## config.mk

```make
export PLATFORM = sky130hd
export DESIGN_NAME = cpo_regs
export DESIGN_NICKNAME = d
export VERILOG_FILES = /design/src/pkg/cpo_pkg.sv /design/src/rtl/cpo_dc_adder.sv /design/src/rtl/cpo_regs.sv
export VERILOG_INCLUDE_DIRS = /design/src /design/src/pkg
export SDC_FILE = /design/constraint.sdc
export NUM_CORES = 1
export LEC_CHECK = 0
export BUFFER_PORTS_ARGS = -buffer_cell sky130_fd_sc_hd__buf_2
export CORE_ASPECT_RATIO = 0.8
export CORE_MARGIN = 2
export CORE_UTILIZATION = 55
export DETAILED_ROUTE_END_ITERATION = 10
export GPL_ROUTABILITY_DRIVEN = 0
export PLACE_DENSITY_LB_ADDON = 0.2
export SYNTH_ARGS = -nofsm -noshare
export SYNTH_HDL_FRONTEND = slang
export SYNTH_HIERARCHICAL = 1
export SYNTH_SLANG_ARGS = --single-unit
```

## constraint.sdc

```tcl
create_clock -name mclk -period 5.9 [get_ports mclk]
set_clock_uncertainty 0.05 [all_clocks]
set_input_delay 1.18 -clock mclk [delete_from_list [all_inputs] [get_ports mclk]]
set_output_delay 1.18 -clock mclk [all_outputs]
set_load 0.03 [all_outputs]
```

## src/pkg/cpo_defines.svh

```systemverilog
// Summary of operation
// - The carrier frequency word is 32 bits from four byte registers, the highest address holding the top byte.
// - Writing a frequency word byte only stores it; the active frequency does not change.
// - The stored word moves to the active oscillator only on a serial update from the control register or a frameUpdate pulse.
// - The frequency word is a signed two's complement value.
// - On reset the top frequency byte is 0x10 and the other bytes are zero.
// - The 16-bit start phase from the low and high bytes loads the oscillator phase on every phase restart.
// - The start phase is two's complement over a full circle, 0.0055 degrees per step.
// - The quadrature skew is 13-bit two's complement from eight low and five high bits, applied between I and Q.
// - The skew spans about plus or minus 14 degrees at 0.0035 degrees per count.
// - Four separate sleep bits power down data lines zero to three, each only its own line.
// - A 16-bit I-channel DC shift from a low and high byte is added to every I sample.
// - Software asks for a frequency update by a request bit; a read-only ack shows when the word is active.
// - Software asks for a phase restart by a request bit; the phase restarts and a read-only ack reports it.
`ifndef CPO_DEFINES_SVH
`define CPO_DEFINES_SVH
`define CPO_ADDR_CTRL 8'h30
`define CPO_ADDR_FW0 8'h31
`define CPO_ADDR_FW1 8'h32
`define CPO_ADDR_FW2 8'h33
`define CPO_ADDR_FW3 8'h34
`define CPO_ADDR_PH_LO 8'h35
`define CPO_ADDR_PH_HI 8'h36
`define CPO_ADDR_SK_LO 8'h37
`define CPO_ADDR_SK_HI 8'h38
`define CPO_ADDR_SLEEP 8'h39
`define CPO_ADDR_DC_LO 8'h3b
`define CPO_ADDR_DC_HI 8'h3c
`define CPO_RST_FW3 8'h10
`define CPO_RST_BYTE 8'h00
`define CPO_BIT_FREQ_REQ 0
`define CPO_BIT_FREQ_ACK 1
`define CPO_BIT_PH_REQ 4
`define CPO_BIT_PH_ACK 5
`define CPO_BIT_FRAME_ACK 6
`define CPO_SKEW_HI_W 5
`define CPO_SLEEP_W 4
`endif

```

## src/pkg/cpo_pkg.sv

```systemverilog
package cpo_pkg;
    typedef enum logic [1:0] {
        CPO_IDLE = 2'b00,
        CPO_APPLY = 2'b01,
        CPO_ACKED = 2'b10
    } cpo_hs_t;

    typedef struct packed {
        logic [31:0] freqShadow;
        logic [15:0] phaseStart;
        logic [12:0] skew;
        logic [3:0] sleep;
        logic [15:0] dcShift;
        logic freqReq;
        logic phaseReq;
        logic frameAck;
        cpo_hs_t freqSt;
        cpo_hs_t phaseSt;
        logic [31:0] freqActive;
        logic [7:0] rdata;
    } cpo_state_t;
endpackage

```

## src/rtl/cpo_dc_adder.sv

```systemverilog
`timescale 1ns/1ps
`default_nettype none
module cpo_dc_adder
    import cpo_pkg::*;
(
    input wire logic mclk,
    input wire logic rst,
    input wire logic ce,
    input wire logic [15:0] sampleIn,
    input wire logic [15:0] dcShift,
    output logic [15:0] sampleOut
);
    typedef struct packed {
        logic [15:0] sum;
    } cpo_add_t;

    cpo_add_t a_q, a_d;

    // Wraps modulo 2^16; saturation is left to the converter path
    always_comb begin
        a_d = a_q;
        a_d.sum = 16'(sampleIn + dcShift);
    end

    always_ff @(posedge mclk or posedge rst) begin
        if (rst) begin
            a_q <= '0;
        end else if (ce) begin
            a_q <= a_d;
        end
    end

    assign sampleOut = a_q.sum;
endmodule // cpo_dc_adder
`default_nettype wire

```

## src/rtl/cpo_regs.sv

```systemverilog
`timescale 1ns/1ps
`default_nettype none
`include "cpo_defines.svh"
module cpo_regs
    import cpo_pkg::*;
(
    input wire logic mclk,
    input wire logic rst,
    input wire logic ce,
    input wire logic regWe,
    input wire logic regRe,
    input wire logic [7:0] regAddr,
    input wire logic [7:0] regWdata,
    output logic [7:0] regRdata,
    input wire logic frameUpdate,
    input wire logic [15:0] iSampleIn,
    output logic [15:0] iSampleOut,
    output logic [31:0] carrierFreqWord,
    output logic [15:0] carrierStartPhase,
    output logic phaseRestart,
    output logic [12:0] quadratureSkew,
    output logic [3:0] dataLineSleep
);
    cpo_state_t s_q, s_d;

    function automatic logic [7:0] byteOf(input logic [31:0] w,
                                          input logic [1:0] i);
        byteOf = w[i*8 +: 8];
    endfunction

    function automatic logic isWr(input logic we, input logic [7:0] a,
                                  input logic [7:0] t);
        isWr = we && (a == t);
    endfunction

    always_comb begin
        s_d = s_q;
        if (isWr(regWe, regAddr, `CPO_ADDR_FW0))
            s_d.freqShadow[7:0] = regWdata;
        if (isWr(regWe, regAddr, `CPO_ADDR_FW1))
            s_d.freqShadow[15:8] = regWdata;
        if (isWr(regWe, regAddr, `CPO_ADDR_FW2))
            s_d.freqShadow[23:16] = regWdata;
        if (isWr(regWe, regAddr, `CPO_ADDR_FW3))
            s_d.freqShadow[31:24] = regWdata;
        if (isWr(regWe, regAddr, `CPO_ADDR_PH_LO))
            s_d.phaseStart[7:0] = regWdata;
        if (isWr(regWe, regAddr, `CPO_ADDR_PH_HI))
            s_d.phaseStart[15:8] = regWdata;
        if (isWr(regWe, regAddr, `CPO_ADDR_SK_LO))
            s_d.skew[7:0] = regWdata;
        if (isWr(regWe, regAddr, `CPO_ADDR_SK_HI))
            s_d.skew[12:8] = regWdata[`CPO_SKEW_HI_W-1:0];
        if (isWr(regWe, regAddr, `CPO_ADDR_SLEEP))
            s_d.sleep = regWdata[`CPO_SLEEP_W-1:0];
        if (isWr(regWe, regAddr, `CPO_ADDR_DC_LO))
            s_d.dcShift[7:0] = regWdata;
        if (isWr(regWe, regAddr, `CPO_ADDR_DC_HI))
            s_d.dcShift[15:8] = regWdata;
        if (isWr(regWe, regAddr, `CPO_ADDR_CTRL)) begin
            s_d.freqReq = regWdata[`CPO_BIT_FREQ_REQ];
            s_d.phaseReq = regWdata[`CPO_BIT_PH_REQ];
        end
        // Request is a level; ack follows it so software can poll
        case (s_q.freqSt)
            CPO_IDLE: begin
                if (s_q.freqReq) begin
                    s_d.freqSt = CPO_APPLY;
                end
            end
            CPO_APPLY: begin
                s_d.freqActive = s_q.freqShadow;
                s_d.freqSt = CPO_ACKED;
            end
            CPO_ACKED: begin
                if (!s_q.freqReq) begin
                    s_d.freqSt = CPO_IDLE;
                end
            end
            default: s_d.freqSt = CPO_IDLE;
        endcase
        // Frame update loads at once and sets frameAck, cleared by the next control write
        if (frameUpdate) begin
            s_d.freqActive = s_q.freqShadow;
            s_d.frameAck = 1'b1;
        end else if (isWr(regWe, regAddr, `CPO_ADDR_CTRL)) begin
            s_d.frameAck = 1'b0;
        end
        case (s_q.phaseSt)
            CPO_IDLE: begin
                if (s_q.phaseReq) begin
                    s_d.phaseSt = CPO_APPLY;
                end
            end
            CPO_APPLY: s_d.phaseSt = CPO_ACKED;
            CPO_ACKED: begin
                if (!s_q.phaseReq) begin
                    s_d.phaseSt = CPO_IDLE;
                end
            end
            default: s_d.phaseSt = CPO_IDLE;
        endcase
        s_d.rdata = 8'h00;
        if (regRe) begin
            case (regAddr)
                `CPO_ADDR_CTRL: begin
                    s_d.rdata[`CPO_BIT_FREQ_REQ] = s_q.freqReq;
                    s_d.rdata[`CPO_BIT_FREQ_ACK] =
                        (s_q.freqSt == CPO_ACKED);
                    s_d.rdata[`CPO_BIT_PH_REQ] = s_q.phaseReq;
                    s_d.rdata[`CPO_BIT_PH_ACK] =
                        (s_q.phaseSt == CPO_ACKED);
                    s_d.rdata[`CPO_BIT_FRAME_ACK] = s_q.frameAck;
                end
                `CPO_ADDR_FW0: s_d.rdata = byteOf(s_q.freqShadow, 2'd0);
                `CPO_ADDR_FW1: s_d.rdata = byteOf(s_q.freqShadow, 2'd1);
                `CPO_ADDR_FW2: s_d.rdata = byteOf(s_q.freqShadow, 2'd2);
                `CPO_ADDR_FW3: s_d.rdata = byteOf(s_q.freqShadow, 2'd3);
                `CPO_ADDR_PH_LO: s_d.rdata = s_q.phaseStart[7:0];
                `CPO_ADDR_PH_HI: s_d.rdata = s_q.phaseStart[15:8];
                `CPO_ADDR_SK_LO: s_d.rdata = s_q.skew[7:0];
                `CPO_ADDR_SK_HI: s_d.rdata = {3'h0, s_q.skew[12:8]};
                `CPO_ADDR_SLEEP: s_d.rdata = {4'h0, s_q.sleep};
                `CPO_ADDR_DC_LO: s_d.rdata = s_q.dcShift[7:0];
                `CPO_ADDR_DC_HI: s_d.rdata = s_q.dcShift[15:8];
                default: s_d.rdata = 8'h00;
            endcase
        end
    end

    always_ff @(posedge mclk or posedge rst) begin
        if (rst) begin
            s_q <= '0;
            s_q.freqShadow <= {`CPO_RST_FW3, `CPO_RST_BYTE,
                               `CPO_RST_BYTE, `CPO_RST_BYTE};
            s_q.freqActive <= {`CPO_RST_FW3, `CPO_RST_BYTE,
                               `CPO_RST_BYTE, `CPO_RST_BYTE};
            s_q.freqSt <= CPO_IDLE;
            s_q.phaseSt <= CPO_IDLE;
        end else if (ce) begin
            s_q <= s_d;
        end
    end

    // Signed interpretation is for the oscillator downstream
    assign carrierFreqWord = s_q.freqActive;
    assign carrierStartPhase = s_q.phaseStart;
    assign phaseRestart = (s_q.phaseSt == CPO_APPLY);
    assign quadratureSkew = s_q.skew;
    assign dataLineSleep = s_q.sleep;
    assign regRdata = s_q.rdata;

    cpo_dc_adder i_cpo_dc_adder (
        .mclk(mclk),
        .rst(rst),
        .ce(ce),
        .sampleIn(iSampleIn),
        .dcShift(s_q.dcShift),
        .sampleOut(iSampleOut)
    );
endmodule // cpo_regs
`default_nettype wire

```

# Word-level counts from Yosys, hierarchy flattened
# Index checks and enable logic that the tools add are counted.
# W data, S select, Z words.
# word_totals
out_inout_bits	90
regBits	144
inputBits	38
wordCells	87
# classes
reduce_logical	32
addsub	1
eq_ne	20
muxes	15
# op_table
cell	count
$eq A8 B6 Y1 const B	12
$mux W32	2
$pmux W3 S11	1
$reduce_and A2 Y1	14
$pmux W2 S12	1
$pmux W2 S11	1
$add A16 B16 Y16	1
$logic_and A1 B1 Y1	12
$pmux W2 S3	2
$pmux W1 S9	1
$mux W2	4
$mux W8	1
$ne A2 B2 Y1 const B	4
$reduce_and A3 Y1	2
$eq A2 B1 Y1 const B	2
$eq A2 B2 Y1 const B	2
$logic_not A2 Y1	2
$reduce_bool A2 Y1	2
$mux W1	2

# Logic depth before layout (Yosys ltp)
# depth
word_depth	4
mapped_depth	7
ltp_nobuf	7

# Cells and area by module
# The synthesis kept the hierarchy.
# by_module_without_submodules
module	cells_each	seq_area_each_um2	area_each_um2	n_inst
cpo_regs	520	3205.6	6525.0	1
cpo_dc_adder	148	400.4	1385.1	1

# Least setup slack after synthesis
# Ideal clock, no wire load.
# synth_path
kind	input -> register
startpoint	input iSampleIn[0]
endpoint	register i_cpo_dc_adder.a_q (netlist bit i_cpo_dc_adder/sampleOut[14])
path_slack_ns	2.744
n_path_buf	0
setup_ns	0.129
required_ns	5.721
cell_stages	7
arrival_time_ns	2.977
cell_sequence	ha_1 fa_1 a21o_1 a221o_2 a32oi_2 nor3_1 a2111o_1
# synth_via
elab_chain_len	1
# synth_rtl
item	line	text
start: declaration	cpo_regs.sv:16	input wire logic [15:0] iSampleIn,
$add A16 B16 Y16	cpo_dc_adder.sv:22	a_d.sum = 16'(sampleIn + dcShift);
end signal: assignment	cpo_dc_adder.sv:27	a_q <= '0;
end signal: assignment	cpo_dc_adder.sv:29	a_q <= a_d;
end: declaration	cpo_dc_adder.sv:17	cpo_add_t a_q, a_d;
# Every way passes these cells.
# A chain may end at the register's enable or synchronous reset.

# Worst setup path in the final report
# layout_path
startpoint	input regAddr[2]
endpoint	register s_q (netlist bit carrierStartPhase[1])
# layout_via
elab_chain_len	3
# layout_rtl
item	line	text
start: declaration	cpo_regs.sv:12	input wire logic [7:0] regAddr,
$eq A8 B6 Y1	cpo_regs.sv:33	isWr = we && (a == t);
$logic_and A1 B1 Y1	cpo_regs.sv:33	
$reduce_and A2 Y1 (no source line)	-	
end: declaration	cpo_regs.sv:24	cpo_state_t s_q, s_d;
# Every way passes these cells.

==> results by group <==
Min path
  • Hold Crit Class: register to register

Yosys
  • Yosys cell types: 83
  • Synth top area share: 0.449
  • Synth warn: 6
  • Area leader, netlist: dfrtp_1
  • Post-synth EDFFs: 0
  • Mapped Area: between 7000 and 8000 sq um
  • Synth Flop Type: dfrtp_1
  • Mapped Cells: ~670
  • Sequential-to-total area share from yosys stat: 0.456
  • Synthesis-stage register bit count: 144
  • Syn_nets: 722
  • Post-Syn Area per Cell: 11.8 sq um
  • Synth area leaders: dfrtp_1 (45%), mux2_2 (19%), buf_4 (8.0%)
  • Fraction of registers with async set/reset: 1.00

Critical path
  • WP buf/inv: 1
  • Crit-path leading delay family: simple AND/OR/NAND/NOR gates
  • Crit path arrival time: 3.37 ns
  • Startpoint Class: input port
  • Critical-path cell list: buf_2 > nor2b_1 > nand2_4 > nor3_4 > mux2_2
  • Crit. End Element: register
  • Slowest CP cell: nor2b_1
  • Worst endpoint required time: between 6 and 7 ns
  • CP max FO: 24
  • Crit-path max cell delay: 0.74 ns
  • Setup CP Type: input port to register

Routing
  • Met1 Routed Length: 9290 um
  • Detailed Route WL: 19900 um
  • WL met3: 1580 um
  • Final ANT Viol Nets: 0
  • DR WL/cell: 21.9 um
  • Max layer used: met4
  • DR pass1 iterations: 5
  • Drt drc: 0
  • Vias per cell: between 6 and 7
  • Vias: roughly 5600
  • Met2 WL: 8710 um
  • DRT iter0 DRCs: roughly 550

Clocking
  • Root buffer cell: clkbuf_16
  • Count of clock tree sinks: around 140
  • Worst-case clock buffer depth: 2
  • TritonCTS buffer count: 17
  • Cts repair resizes: 0
  • CTS tree: built
  • Clk slew on worst S/H paths: 0.06 ns
  • Worst-Skew Late Latency: 0.42 ns
  • CTS H-Tree Depth: 4
  • CTS Hold Bufs: 0
  • Post-CTS setup buffer count: 0

Timing
  • Unrepaired setup endpoints after global routing: no
  • Max-slew headroom: 0.360
  • Final setup margin: 2.78 ns
  • Tcrit/Tclk final: 0.529
  • Worst Tran Pin Value: between 0.9 and 1 ns
  • F_max: 0.321 GHz
  • Setup violators final: 0
  • Period minus WS final: 3.12 ns
  • Fin. Hold Viols: 0
  • TNS Setup: 0 ns
  • Max-slew violations: 0

Outcome
  • Status: finished clean

GRT
  • GR Overflow Total: 0
  • GRT Util Overall: 0.267
  • Global-route wire length before repair: ~31000 um
  • Largest net degree at the start of global routing: 71
  • Vias in the first global route: about 5600
  • Initial antenna violation count: 0

Cells and area
  • Multi-input logic area: between 3000 and 4000 sq um
  • Leading cell type in the layout, fill and taps excluded: dfrtp_1
  • # fillers: ~1200
  • Sequential Area: 3610 sq um
  • Layout cells sized above 1: 0.446
  • Final Util: 0.608
  • Area delta synth->final: 8.78%
  • Most frequent cells in the layout: dfrtp_1 (142), mux2_2 (132), buf_2 (127), a21oi_1 (25), nand2_1 (23)
  • Fin cells: 909
  • Nets@finish: 766
  • Antenna diodes: 0

Placement
  • Pre-CTS WS: 2.39 ns
  • # placed instances: 877
  • Port bufs: 127
  • Post-DP HPWL: around 14000 um

Pwr
  • Cell leakage power: 0.00440 uW
  • P_int: 1710 uW
  • Switching power: 601 uW
  • Clock Power Share: 0.431
  • Pwr per Cell Area: roughly 270 nW/um^2
  • Switching Fraction: 0.260
  • Sequential power share: 0.455
  • Proportion of power drawn by combinational gates: 0.115
  • Worst VDD drop: 0.000208 V

Floorplanning
  • Boundary pin count: roughly 130
  • Core Region: 14200 sq um
  • DIE WIDTH: 138 um
  • Rows: 39
  • Full die area: 15400 sq um
  • DIE HEIGHT: around 110 um
  • Starting Density: 0.559

Flow run
  • # Max-Cap Violations: 0
==> cell usage after synthesis (4+ instances only) <==
cell type / n
nand4_1: 4
nand2_1: 23
dfrtp_1: 142
xnor2_1: 5
buf_4: 84
nor2_1: 22
nand2b_1: 6
nor3_1: 9
a22oi_1: 12
nor2b_1: 13
nor3_4: 5
nand3_2: 4
ha_1: 15
o21ai_0: 9
inv_1: 12
clkbuf_1: 7
mux2_2: 132
o211ai_1: 4
nand3_1: 9
a21o_1: 6
buf_2: 10
o22ai_1: 10
a21oi_1: 25
a22o_1: 6
a211oi_1: 5
mux2i_1: 10
==> stage by stage <==
step	total power (uW)	hold slack [ns]	cell area [sq um]
6_report	2310	0.442	8600
3_5_place_dp	1330	0.430	8070
5_1_grt	2390	0.463	8600
2_1_floorplan	1270	0.416	7910
3_3_place_gp	1320	0.428	8070
4_1_cts	2320	0.445	8600
==> sequential cells by signal (all words and copies together), names as in the netlist <==
name                      cells
regRdata                      8
dataLineSleep                 4
i_cpo_dc_adder/sampleOut     16
s_q                          55
carrierStartPhase            16
quadratureSkew               13
carrierFreqWord              32
==> path summary, 6_finish.rpt <==
check	start	end	slack, ns	cells past startpoint
worst max-delay path	regAddr[2]	carrierStartPhase[1]	2.78	5
worst min-delay path	i_cpo_dc_adder/sampleOut[12]	i_cpo_dc_adder/sampleOut[12]	0.44	2
worst max register to register	s_q[47]	i_cpo_dc_adder/sampleOut[14]	3.33	7
worst min register to register	i_cpo_dc_adder/sampleOut[12]	i_cpo_dc_adder/sampleOut[12]	0.44	2
max in group asynchronous	rst	carrierStartPhase[15]	3.66	3
min in group asynchronous	rst	i_cpo_dc_adder/sampleOut[1]	0.82	2
==> metal layers <==
layer,track usage,up-vias
met5,0,-
met4,0.0762,0
met3,0.0752,36
met2,0.387,267
met1,0.393,2810
li1,-,2465
==> logic make-up (layout without fill, tap and decap cells) <==
group | count (synthesis) | count (layout) | share of synthesized area
AO/OA/AOI/OAI | 115 | 115 | 0.106
buffers and inverters | 117 | 174 | 0.0990
adder cells (fa/ha/maj) | 16 | 16 | 0.0263
AND/OR/NAND/NOR | 124 | 124 | 0.0993
multiplexers | 144 | 144 | 0.205
flip-flops | 144 | 144 | 0.456
XOR/XNOR | 8 | 8 | 0.00886
==> power groups by stage <==
stage / clock network (uW) / registers (uW) / logic (uW)
5_1_grt: 1050 / 1050 / 285
6_report: 995 / 1050 / 264
3_5_place_dp: 0 / 1070 / 263
2_1_floorplan: 0 / 1080 / 186
4_1_cts: 1010 / 1050 / 264
3_3_place_gp: 0 / 1070 / 258
==> area by class of cell <==
| class | instances | share of cell area |
|---|---|---|
| repair buffers | 130 | 0.0765 |
| clock inverters | 7 | 0.00727 |
| multi-input cells | 407 | 0.410 |
| clock buffers | 25 | 0.0553 |
| flip-flops and latches | 144 | 0.419 |
| well taps | 184 | 0.0268 |
| inverters | 12 | 0.00553 |
==> tightest hold or removal path, stage by stage, from the launching register on <==
cell,delay (ns)
dfrtp_1,0.35
nand2_1,0.05
nand4_1,0.06
(Power assumes the default switching activity.)
